File: src/verilog/gcs_pkg.sv
// How it works
// - each network is driven only by its own control block, one to one
// - eight blocks on small parts, sixteen on large parts, sixteen max
// - four blocks per side share four pins and two counters; each has its own logic signal
// - each block takes two pins, two counters, one dual pin, one logic
// - fabric two-bit select picks pin a, pin b, counter 0 or 1
// - dual pin or logic path is static config, frozen in user mode
// - loop reference mux set by config or by manual switchover
// - only loop counters 0 and 1 reach a block, third never
// - unused networks are statically powered down by config
// - fabric enable gates the network; disabled means no clock
// - gating is at network level; loop reference never affected
// - network enable is sampled at the falling edge of input clock
// - dedicated pins may carry clocks or global control signals
// - internal logic can drive a network as a low-skew path
// - left/right offer two dual pins, top/bottom four, plus corners
// - only one pin of each corner pair feeds the block
package gcs_pkg;
    localparam int SIDES = 4;
    localparam int BLOCKS_PER_SIDE = 4;
    localparam int MAX_BLOCKS = 16;
    localparam int SMALL_BLOCKS = 8;
    localparam int PINS_PER_SIDE = 4;
    localparam int COUNTERS_ROUTED = 2;
    localparam int DP_LR = 2;
    localparam int DP_TB = 4;
    localparam int CORNERS = 2;
    localparam int BLOCK_INPUTS = 6;
    localparam int SRC_DP_IDX = 4;
    localparam int SRC_LOGIC_IDX = 5;

    localparam logic [7:0] OFS_GLOBAL_CFG = 8'h00;
    localparam logic [7:0] OFS_LOOP_CFG = 8'h04;
    localparam logic [7:0] OFS_STATUS = 8'h08;
    localparam logic [1:0] OFS_BLOCK_PAGE = 2'h1;

    localparam int GCFG_USER_BIT = 0;
    localparam int LCFG_STRIDE = 4;
    localparam int LCFG_REF_SEL = 0;
    localparam int LCFG_MANUAL = 1;
    localparam int LCFG_CORNER_PICK = 2;
    localparam int LCFG_CORNER_USE = 3;
    localparam int BCFG_SEL_LSB = 0;
    localparam int BCFG_EN_BIT = 2;
    localparam int BCFG_OUT_BIT = 3;
    localparam int BCFG_PATH_LSB = 4;
    localparam int BCFG_USED_BIT = 6;
    localparam int STAT_USER_BIT = 16;
    localparam int STAT_LARGE_BIT = 17;

    localparam logic [15:0] LCFG_RST = 16'h0000;
    localparam logic [1:0] PATH_RST = 2'h0;
    localparam logic USED_RST = 1'b1;

    typedef enum logic [1:0] {
        GCS_PATH_DYNAMIC = 2'b00,
        GCS_PATH_DUAL_PIN = 2'b01,
        GCS_PATH_LOGIC = 2'b10
    } gcs_path_t;

    typedef enum logic {
        GCS_BUS_IDLE = 1'b0,
        GCS_BUS_ANSWER = 1'b1
    } gcs_bus_state_t;
endpackage

File: src/verilog/gcs_ctrl_block.sv
`timescale 1ns/100ps
`default_nettype none
module gcs_ctrl_block (
    // clock and reset
    input wire logic ref_clk_in,
    input wire logic rst_n_in,
    // sources: pin a, pin b, counter 0, counter 1, dual pin, logic
    input wire logic [5:0] src_in,
    input wire logic [1:0] dyn_sel_in,
    input wire logic [1:0] path_in,
    input wire logic used_in,
    input wire logic enable_in,
    // network side
    output logic net_out,
    output logic en_state_out,
    output logic level_out
);
    logic sel_level;
    logic clkin_r;
    logic en_r;
    logic net_r;
    logic fall;

    always_comb
    begin
        case (path_in)
            gcs_pkg::GCS_PATH_DUAL_PIN: sel_level = src_in[gcs_pkg::SRC_DP_IDX];
            gcs_pkg::GCS_PATH_LOGIC:
                sel_level = src_in[gcs_pkg::SRC_LOGIC_IDX];
            default: sel_level = src_in[dyn_sel_in];
        endcase
    end

    always_ff @(posedge ref_clk_in or negedge rst_n_in)
    begin
        if (!rst_n_in)
            clkin_r <= 1'b0;
        else
            clkin_r <= sel_level;
    end

    assign fall = clkin_r & ~sel_level;

    // enable moves only while the clock is low, so no pulse is cut short
    always_ff @(posedge ref_clk_in or negedge rst_n_in)
    begin
        if (!rst_n_in)
            en_r <= 1'b0;
        else if (fall)
            en_r <= enable_in & used_in;
    end

    always_ff @(posedge ref_clk_in or negedge rst_n_in)
    begin
        if (!rst_n_in)
            net_r <= 1'b0;
        else
            net_r <= used_in & en_r & sel_level;
    end

    assign net_out = net_r;
    assign en_state_out = en_r;
    assign level_out = clkin_r;
endmodule
`default_nettype wire

File: src/verilog/gcs_clock_ctrl.sv
`timescale 1ns/100ps
`default_nettype none
module gcs_clock_ctrl #(
    parameter bit LARGE_DEVICE = 1'b1
) (
    // clock and reset
    input wire logic ref_clk_in,
    input wire logic rst_n_in,
    // avalon-mm slave
    input wire logic [7:0] avs_address_in,
    input wire logic avs_read_in,
    input wire logic avs_write_in,
    input wire logic [31:0] avs_writedata_in,
    input wire logic [3:0] avs_byteenable_in,
    output logic [31:0] avs_readdata_out,
    output logic avs_waitrequest_out,
    // per-side source pools, side 0 left, 1 right, 2 top, 3 bottom
    input wire logic [15:0] clk_pin_in,
    input wire logic [7:0] loop_counter_in,
    input wire logic [3:0] dual_pin_lr_in,
    input wire logic [7:0] dual_pin_tb_in,
    input wire logic [7:0] corner_dual_purpose_clock_pin_in,
    input wire logic [15:0] logic_element_in,
    // fabric controls
    input wire logic [31:0] dynamic_source_select_in,
    input wire logic [15:0] net_enable_in,
    input wire logic [3:0] loop_reference_switch_in,
    // outputs
    output logic [15:0] global_clock_out,
    output logic [3:0] loop_ref_out
);
    gcs_pkg::gcs_bus_state_t state_r;
    gcs_pkg::gcs_bus_state_t state_nxt;
    logic req;
    logic wr_acc;
    logic user_mode_r;
    logic [15:0] loop_cfg_r;
    logic [31:0] path_r;
    logic [15:0] used_r;
    logic [15:0] en_state;
    logic [15:0] net;
    logic [3:0] corner_pick;
    logic [31:0] readdata_r;
    logic [31:0] rd_word;
    logic blk_hit;
    logic [3:0] blk_idx;
    logic [31:0] wmerged;

    function automatic logic [31:0] be_merge(
        input logic [31:0] old_v,
        input logic [31:0] new_v,
        input logic [3:0] be
    );
        logic [31:0] r;
        r = old_v;
        for (int b = 0; b < 4; b++)
            if (be[b])
                r[b*8 +: 8] = new_v[b*8 +: 8];
        return r;
    endfunction

    // bus: every access waits one cycle, then answers
    assign req = avs_read_in | avs_write_in;
    assign avs_waitrequest_out = req && (state_r != gcs_pkg::GCS_BUS_ANSWER);
    assign wr_acc = avs_write_in && (state_r == gcs_pkg::GCS_BUS_ANSWER);
    assign blk_hit = avs_address_in[7:6] == gcs_pkg::OFS_BLOCK_PAGE;
    assign blk_idx = avs_address_in[5:2];

    always_comb
    begin
        case (state_r)
            gcs_pkg::GCS_BUS_IDLE:
                state_nxt = req ? gcs_pkg::GCS_BUS_ANSWER
                                : gcs_pkg::GCS_BUS_IDLE;
            gcs_pkg::GCS_BUS_ANSWER: state_nxt = gcs_pkg::GCS_BUS_IDLE;
            default: state_nxt = gcs_pkg::GCS_BUS_IDLE;
        endcase
    end

    always_ff @(posedge ref_clk_in or negedge rst_n_in)
    begin
        if (!rst_n_in)
            state_r <= gcs_pkg::GCS_BUS_IDLE;
        else
            state_r <= state_nxt;
    end

    always_comb
    begin
        rd_word = 32'h0000_0000;
        if (blk_hit)
        begin
            rd_word[gcs_pkg::BCFG_SEL_LSB +: 2] =
                dynamic_source_select_in[blk_idx*2 +: 2];
            rd_word[gcs_pkg::BCFG_EN_BIT] = en_state[blk_idx];
            rd_word[gcs_pkg::BCFG_OUT_BIT] = net[blk_idx];
            rd_word[gcs_pkg::BCFG_PATH_LSB +: 2] = path_r[blk_idx*2 +: 2];
            rd_word[gcs_pkg::BCFG_USED_BIT] = used_r[blk_idx];
        end
        else if (avs_address_in == gcs_pkg::OFS_GLOBAL_CFG)
            rd_word[gcs_pkg::GCFG_USER_BIT] = user_mode_r;
        else if (avs_address_in == gcs_pkg::OFS_LOOP_CFG)
            rd_word[15:0] = loop_cfg_r;
        else if (avs_address_in == gcs_pkg::OFS_STATUS)
        begin
            rd_word[15:0] = en_state;
            rd_word[gcs_pkg::STAT_USER_BIT] = user_mode_r;
            rd_word[gcs_pkg::STAT_LARGE_BIT] = LARGE_DEVICE;
        end
    end

    assign wmerged = be_merge(rd_word, avs_writedata_in, avs_byteenable_in);

    // unmapped addresses read zero and ignore writes
    always_ff @(posedge ref_clk_in or negedge rst_n_in)
    begin
        if (!rst_n_in)
            readdata_r <= 32'h0000_0000;
        else if (avs_read_in && state_r == gcs_pkg::GCS_BUS_IDLE)
            readdata_r <= rd_word;
    end

    assign avs_readdata_out = readdata_r;

    // user mode is entered once and left only by reset
    always_ff @(posedge ref_clk_in or negedge rst_n_in)
    begin
        if (!rst_n_in)
            user_mode_r <= 1'b0;
        else if (wr_acc && avs_address_in == gcs_pkg::OFS_GLOBAL_CFG
                 && wmerged[gcs_pkg::GCFG_USER_BIT])
            user_mode_r <= 1'b1;
    end

    always_ff @(posedge ref_clk_in or negedge rst_n_in)
    begin
        if (!rst_n_in)
            loop_cfg_r <= gcs_pkg::LCFG_RST;
        else if (wr_acc && !user_mode_r
                 && avs_address_in == gcs_pkg::OFS_LOOP_CFG)
            loop_cfg_r <= wmerged[15:0];
    end

    // one block per network, each network driven by that block alone
    genvar gi;
    generate
        for (gi = 0; gi < gcs_pkg::MAX_BLOCKS; gi++)
        begin : g_blk
            localparam int S = gi / gcs_pkg::BLOCKS_PER_SIDE;
            localparam int K = gi % gcs_pkg::BLOCKS_PER_SIDE;
            localparam int KB = (K + 1) % gcs_pkg::PINS_PER_SIDE;
            localparam bit ACTIVE = LARGE_DEVICE || (gi < gcs_pkg::SMALL_BLOCKS);
            logic [5:0] src;
            logic dp;

            if (K == 0)
            begin : g_side
                logic ref_r;
                logic manual;
                logic pick;
                assign manual = loop_cfg_r[S*gcs_pkg::LCFG_STRIDE
                                           + gcs_pkg::LCFG_MANUAL];
                assign pick = manual ? loop_reference_switch_in[S]
                    : loop_cfg_r[S*gcs_pkg::LCFG_STRIDE
                                 + gcs_pkg::LCFG_REF_SEL];
                assign corner_pick[S] = loop_cfg_r[S*gcs_pkg::LCFG_STRIDE
                    + gcs_pkg::LCFG_CORNER_PICK]
                    ? corner_dual_purpose_clock_pin_in[S*2+1]
                    : corner_dual_purpose_clock_pin_in[S*2];
                // reference mux sits ahead of any gating on purpose
                always_ff @(posedge ref_clk_in or negedge rst_n_in)
                begin
                    if (!rst_n_in)
                        ref_r <= 1'b0;
                    else
                        ref_r <= pick ? clk_pin_in[S*4+1]
                                      : clk_pin_in[S*4];
                end
                assign loop_ref_out[S] = ref_r;

            end

            if (S < 2)
            begin : g_lr
                if (K < gcs_pkg::DP_LR)
                    assign dp = dual_pin_lr_in[S*gcs_pkg::DP_LR+K];
                else
                    assign dp = corner_pick[S];
            end
            else
            begin : g_tb
                if (K == gcs_pkg::DP_TB - 1)
                    assign dp = loop_cfg_r[S*gcs_pkg::LCFG_STRIDE
                        + gcs_pkg::LCFG_CORNER_USE] ? corner_pick[S]
                        : dual_pin_tb_in[(S-2)*gcs_pkg::DP_TB+K];
                else
                    assign dp = dual_pin_tb_in[(S-2)*gcs_pkg::DP_TB+K];
            end

            // third loop counter is never wired into a block
            assign src = {logic_element_in[gi], dp,
                          loop_counter_in[S*gcs_pkg::COUNTERS_ROUTED+1],
                          loop_counter_in[S*gcs_pkg::COUNTERS_ROUTED],
                          clk_pin_in[S*gcs_pkg::PINS_PER_SIDE+KB],
                          clk_pin_in[S*gcs_pkg::PINS_PER_SIDE+K]};

            always_ff @(posedge ref_clk_in or negedge rst_n_in)
            begin
                if (!rst_n_in)
                begin
                    path_r[gi*2 +: 2] <= gcs_pkg::PATH_RST;
                    used_r[gi] <= gcs_pkg::USED_RST;
                end
                else if (wr_acc && blk_hit && blk_idx == gi
                         && !user_mode_r)
                begin
                    path_r[gi*2 +: 2] <= wmerged[gcs_pkg::BCFG_PATH_LSB +: 2];
                    used_r[gi] <= wmerged[gcs_pkg::BCFG_USED_BIT];
                end
            end

            gcs_ctrl_block u_blk (
                .ref_clk_in(ref_clk_in),
                .rst_n_in(rst_n_in),
                .src_in(src),
                .dyn_sel_in(dynamic_source_select_in[gi*2 +: 2]),
                .path_in(path_r[gi*2 +: 2]),
                .used_in(used_r[gi] & ACTIVE),
                .enable_in(net_enable_in[gi]),
                .net_out(net[gi]),
                .en_state_out(en_state[gi]),
                .level_out()
            );
        end
    endgenerate

    assign global_clock_out = net;
endmodule
`default_nettype wire

File: config.mk
export PLATFORM = sky130hd
export DESIGN_NAME = gcs_clock_ctrl
export DESIGN_NICKNAME = d
export VERILOG_FILES = /design/src/verilog/gcs_pkg.sv /design/src/verilog/gcs_ctrl_block.sv /design/src/verilog/gcs_clock_ctrl.sv
export SDC_FILE = /design/constraint.sdc
export NUM_CORES = 1
export LEC_CHECK = 0
export ABC_AREA = 1
export BUFFER_PORTS_ARGS = -buffer_cell sky130_fd_sc_hd__buf_2
export CAP_MARGIN = 0
export CELL_PAD_IN_SITES_DETAIL_PLACEMENT = 1
export CELL_PAD_IN_SITES_GLOBAL_PLACEMENT = 2
export CORE_ASPECT_RATIO = 1.2
export CORE_UTILIZATION = 29
export CTS_BUF_LIST = sky130_fd_sc_hd__clkbuf_4 sky130_fd_sc_hd__clkbuf_8 sky130_fd_sc_hd__clkbuf_16
export DETAILED_ROUTE_END_ITERATION = 8
export GPL_TIMING_DRIVEN = 0
export PLACE_DENSITY = 0.79
export SLEW_MARGIN = 0
export SYNTH_ARGS = -nofsm -noshare
export SYNTH_HDL_FRONTEND = slang
export SYNTH_SLANG_ARGS = --single-unit
File: constraint.sdc
create_clock -name ref_clk_in -period 2.1 [get_ports ref_clk_in]
set_clock_uncertainty 0.15 [all_clocks]
set_input_delay 0.21 -clock ref_clk_in [delete_from_list [all_inputs] [get_ports ref_clk_in]]
set_output_delay 0.21 -clock ref_clk_in [all_outputs]
set_load 0.01 [all_outputs]
==> results.sh <==
export IMPL_grt_usage_pct=23.14
export IMPL_power_density_nw_per_um2=605.0
export IMPL_synth_seq_area_share_pct=39.63
export IMPL_cpMostUsedCell="nand2_1"
export IMPL_worstMarginPinSlew_ns=0.7388
export IMPL_path_cells="buf_2, inv_2, clkbuf_4, clkbuf_4, nand2_1, nand2_1, nand2_1, nand2_1, nand2_1, nand2_1, o21ai_0, nand3_1, nand3_1, nand2_1"
export IMPL_syn_avg_cell_area_sq_um=7.006
export IMPL_dr_pass1_iters=4
export IMPL_slowest_stage="o21ai_0"
export IMPL_clk_path_buf_depth=2
export IMPL_finalHoldViolations=0
export IMPL_rows=68
export IMPL_wl_per_cell_microns=17.72
export IMPL_netlist_area_sq_um=8638
export IMPL_initial_core_util_pct=29.77
export IMPL_max_freq_mhz=494.8
export IMPL_start_kind="input port"
export IMPL_synth_cell_types=36
export IMPL_grt_ovfl_total=0
export IMPL_nets=1687
export IMPL_boundaryPins=213
export IMPL_cts_tree="done"
export IMPL_root_buffer="clkbuf_16"
export IMPL_crit_type="in -> reg"
export IMPL_setup_viol=0
export IMPL_yosys_warnings=0
export IMPL_synthCells=1233
export IMPL_worstPathRequired_ns=2.27
export IMPL_finalCritPeriodShare_pct=96.24
export IMPL_routabilityCongestion=0.8544
export IMPL_hold_worst_slack_ns=0.01065
export IMPL_maxCapViolCount=0
export IMPL_fill_cells=3715
export IMPL_coreArea_sq_um=29010
export IMPL_drive_above_1_share_pct=21.62
export IMPL_max_stage_delay_ns=0.52
export IMPL_die_x_microns=159.6
export IMPL_hold_class="in -> reg"
export IMPL_ys_ff_latch=136
export IMPL_arrival_ns=2.19
export IMPL_drtIter0Drc=402
export IMPL_cts_buffers=17
export IMPL_grt_max_degree=74
export IMPL_cts_num_sinks=136
export IMPL_syn2layout_area_growth_pct=30.76
export IMPL_dieArea_sq_um=30480
export IMPL_final_cell_mix="nand2_1 (487), buf_2 (187), inv_1 (138)"
export IMPL_cts_reportedPaths_clkPinSlew_ns=0.06
export IMPL_final_util_pct=38.93
export IMPL_htree_levels=4
export IMPL_ant_nets=0
export IMPL_cellLeakagePower_nw=5.918
export IMPL_drt_wl_total_microns=33580
export IMPL_drc_errors=0
export IMPL_via_count=8863
export IMPL_final_common_cell="nand2_1"
export IMPL_avgViaCountPerCell=4.677
export IMPL_dpl_hpwl_microns=25900
export IMPL_grt_pass1_vias=9488
export IMPL_irDropWorstVdd_v=0.0003328
export IMPL_die_h_microns=191.1
export IMPL_power_mw=6.834
export IMPL_slew_viol_final=0
export IMPL_cp_end_kind="flop"
export IMPL_insertion_delay_ns=0.44
export IMPL_critPathMaxFanout=10
export IMPL_port_buffers=179
export IMPL_rsz0062_at_grt="no"
export IMPL_period_minus_slack_ns=2.021
export IMPL_antenna_found_initial=2
export IMPL_slew_limit_headroom_pct=50.56
export IMPL_outcome="completed"
export IMPL_grt_pass1_wl_microns=53010
[timing repair]
action	CTS	global route
pin swaps	1	2
gates resized for setup	2	14
hold endpoints to repair	96	1
cloned	0	0
hold buffers	47	1
endpoints found under the setup margin	11	50
buffers inserted	1	2
[final timing paths]
kind | slack, ns | cells after the start | start | end
setup / recovery | 0.08 | 14 | avs_address_in[2] | loop_cfg_r[3]
hold / removal | 0.01 | 5 | dual_pin_tb_in[3] | g_blk[11].u_blk.net_out
setup reg to reg | 0.09 | 11 | used_r[8] | used_r[8]
hold reg to reg | 0.33 | 2 | avs_readdata_out[10] | avs_readdata_out[10]
max in group asynchronous | 0.76 | 3 | rst_n_in | used_r[1]
min in group asynchronous | 0.20 | 2 | rst_n_in | g_blk[5].u_blk.en_state_out
[synthesized netlist by cell type (all sizes together)]
cell	n	share of area (%)
clkbuf	6	0.26
o21a	7	0.61
a22oi	3	0.26
or2	10	0.72
nand3	82	5.0
o21ai	87	5.0
dfrtp	120	35
nand2	491	22
a21oi	24	1.4
clkinv	1	0.058
nor3	6	0.61
o31ai	1	0.087
nor2	90	4.2
a31oi	15	1.1
inv	141	6.1
o22ai	7	0.51
dfstp	16	4.9
mux2	3	0.39
conb	1	0.043
buf	62	5.3
o211ai	14	1.2
and3	3	0.22
a22o	11	1.1
ha	32	4.6
[metal layers]
metal | GRT usage (%) | vias to the layer above | wire (microns) | share of wire [%]
met3 | 3.667 | 49 | 1249 | 3.7
met2 | 40.64 | 204 | 16750 | 50
li1 | - | 4379 | - | -
met5 | 0 | - | 0 | 0
met4 | 10.91 | 0 | 1253 | 3.7
met1 | 27.61 | 4231 | 14330 | 43
[sequential cells by signal, summed over array words and instances (netlist names)]
register	count
state_r	1
avs_readdata_out	18
g_blk.u_blk.net_out	16
used_r	16
g_blk.g_side.ref_r	4
loop_cfg_r	16
user_mode_r	1
g_blk.u_blk.en_state_out	16
path_r	32
g_blk.u_blk.level_out	16
[where the power goes]
| part | switching, mW | internal, mW |
|---|---|---|
| Sequential | 0.0266 | 2.68 |
| Combinational | 0.544 | 0.348 |
| Clock | 1.25 | 1.99 |
[per-stage QoR]
| stage | cells | setup slack (ns) | setup TNS, ns | instance area [sq um] |
|---|---|---|---|---|
| finish | 1895 | 0.07896 | 0 | 11300 |
| global route | 1895 | 0.005716 | 0 | 11300 |
| CTS | 1891 | 0.002920 | 0 | 11210 |
| detailed placement | 1811 | -0.5024 | -9.037 | 10100 |
| global placement | 1810 | -1.475 | -192.98 | 10060 |
| floorplan | 1246 | 0.4539 | 0 | 8687 |
[cell type report]
type                    count  area (sq um)  area share (%)
multi-input cells         900          4304           38.10
flip-flops and latches    136          3425           30.32
repair buffers            230          1448           12.82
inverters                 142         534.3           4.730
plain buffers              68         484.2           4.287
well taps                 385         481.7           4.265
clock buffers              18         432.9           3.833
clock inverters            14         181.4           1.606
diodes                      2         5.005         0.04431
[worst max-delay path, delay by kind of cell]
family,cells,cell delay (ns)
AOI/OAI and AO/OA,1,0.52
and+or+nand+nor,9,0.75
buffers and inverters,4,0.70
[cells by family after synthesis]
kind of cell | Yosys count | share of synthesized area, %
adders and majority gates | 32 | 4.635
buffers and inverters | 210 | 11.70
AOI/OAI and AO/OA | 169 | 11.31
DFF | 136 | 39.63
other | 1 | 0.04341
muxes | 3 | 0.3910
and+or+nand+nor | 682 | 32.29
Power figures use the tool's default switching activity.
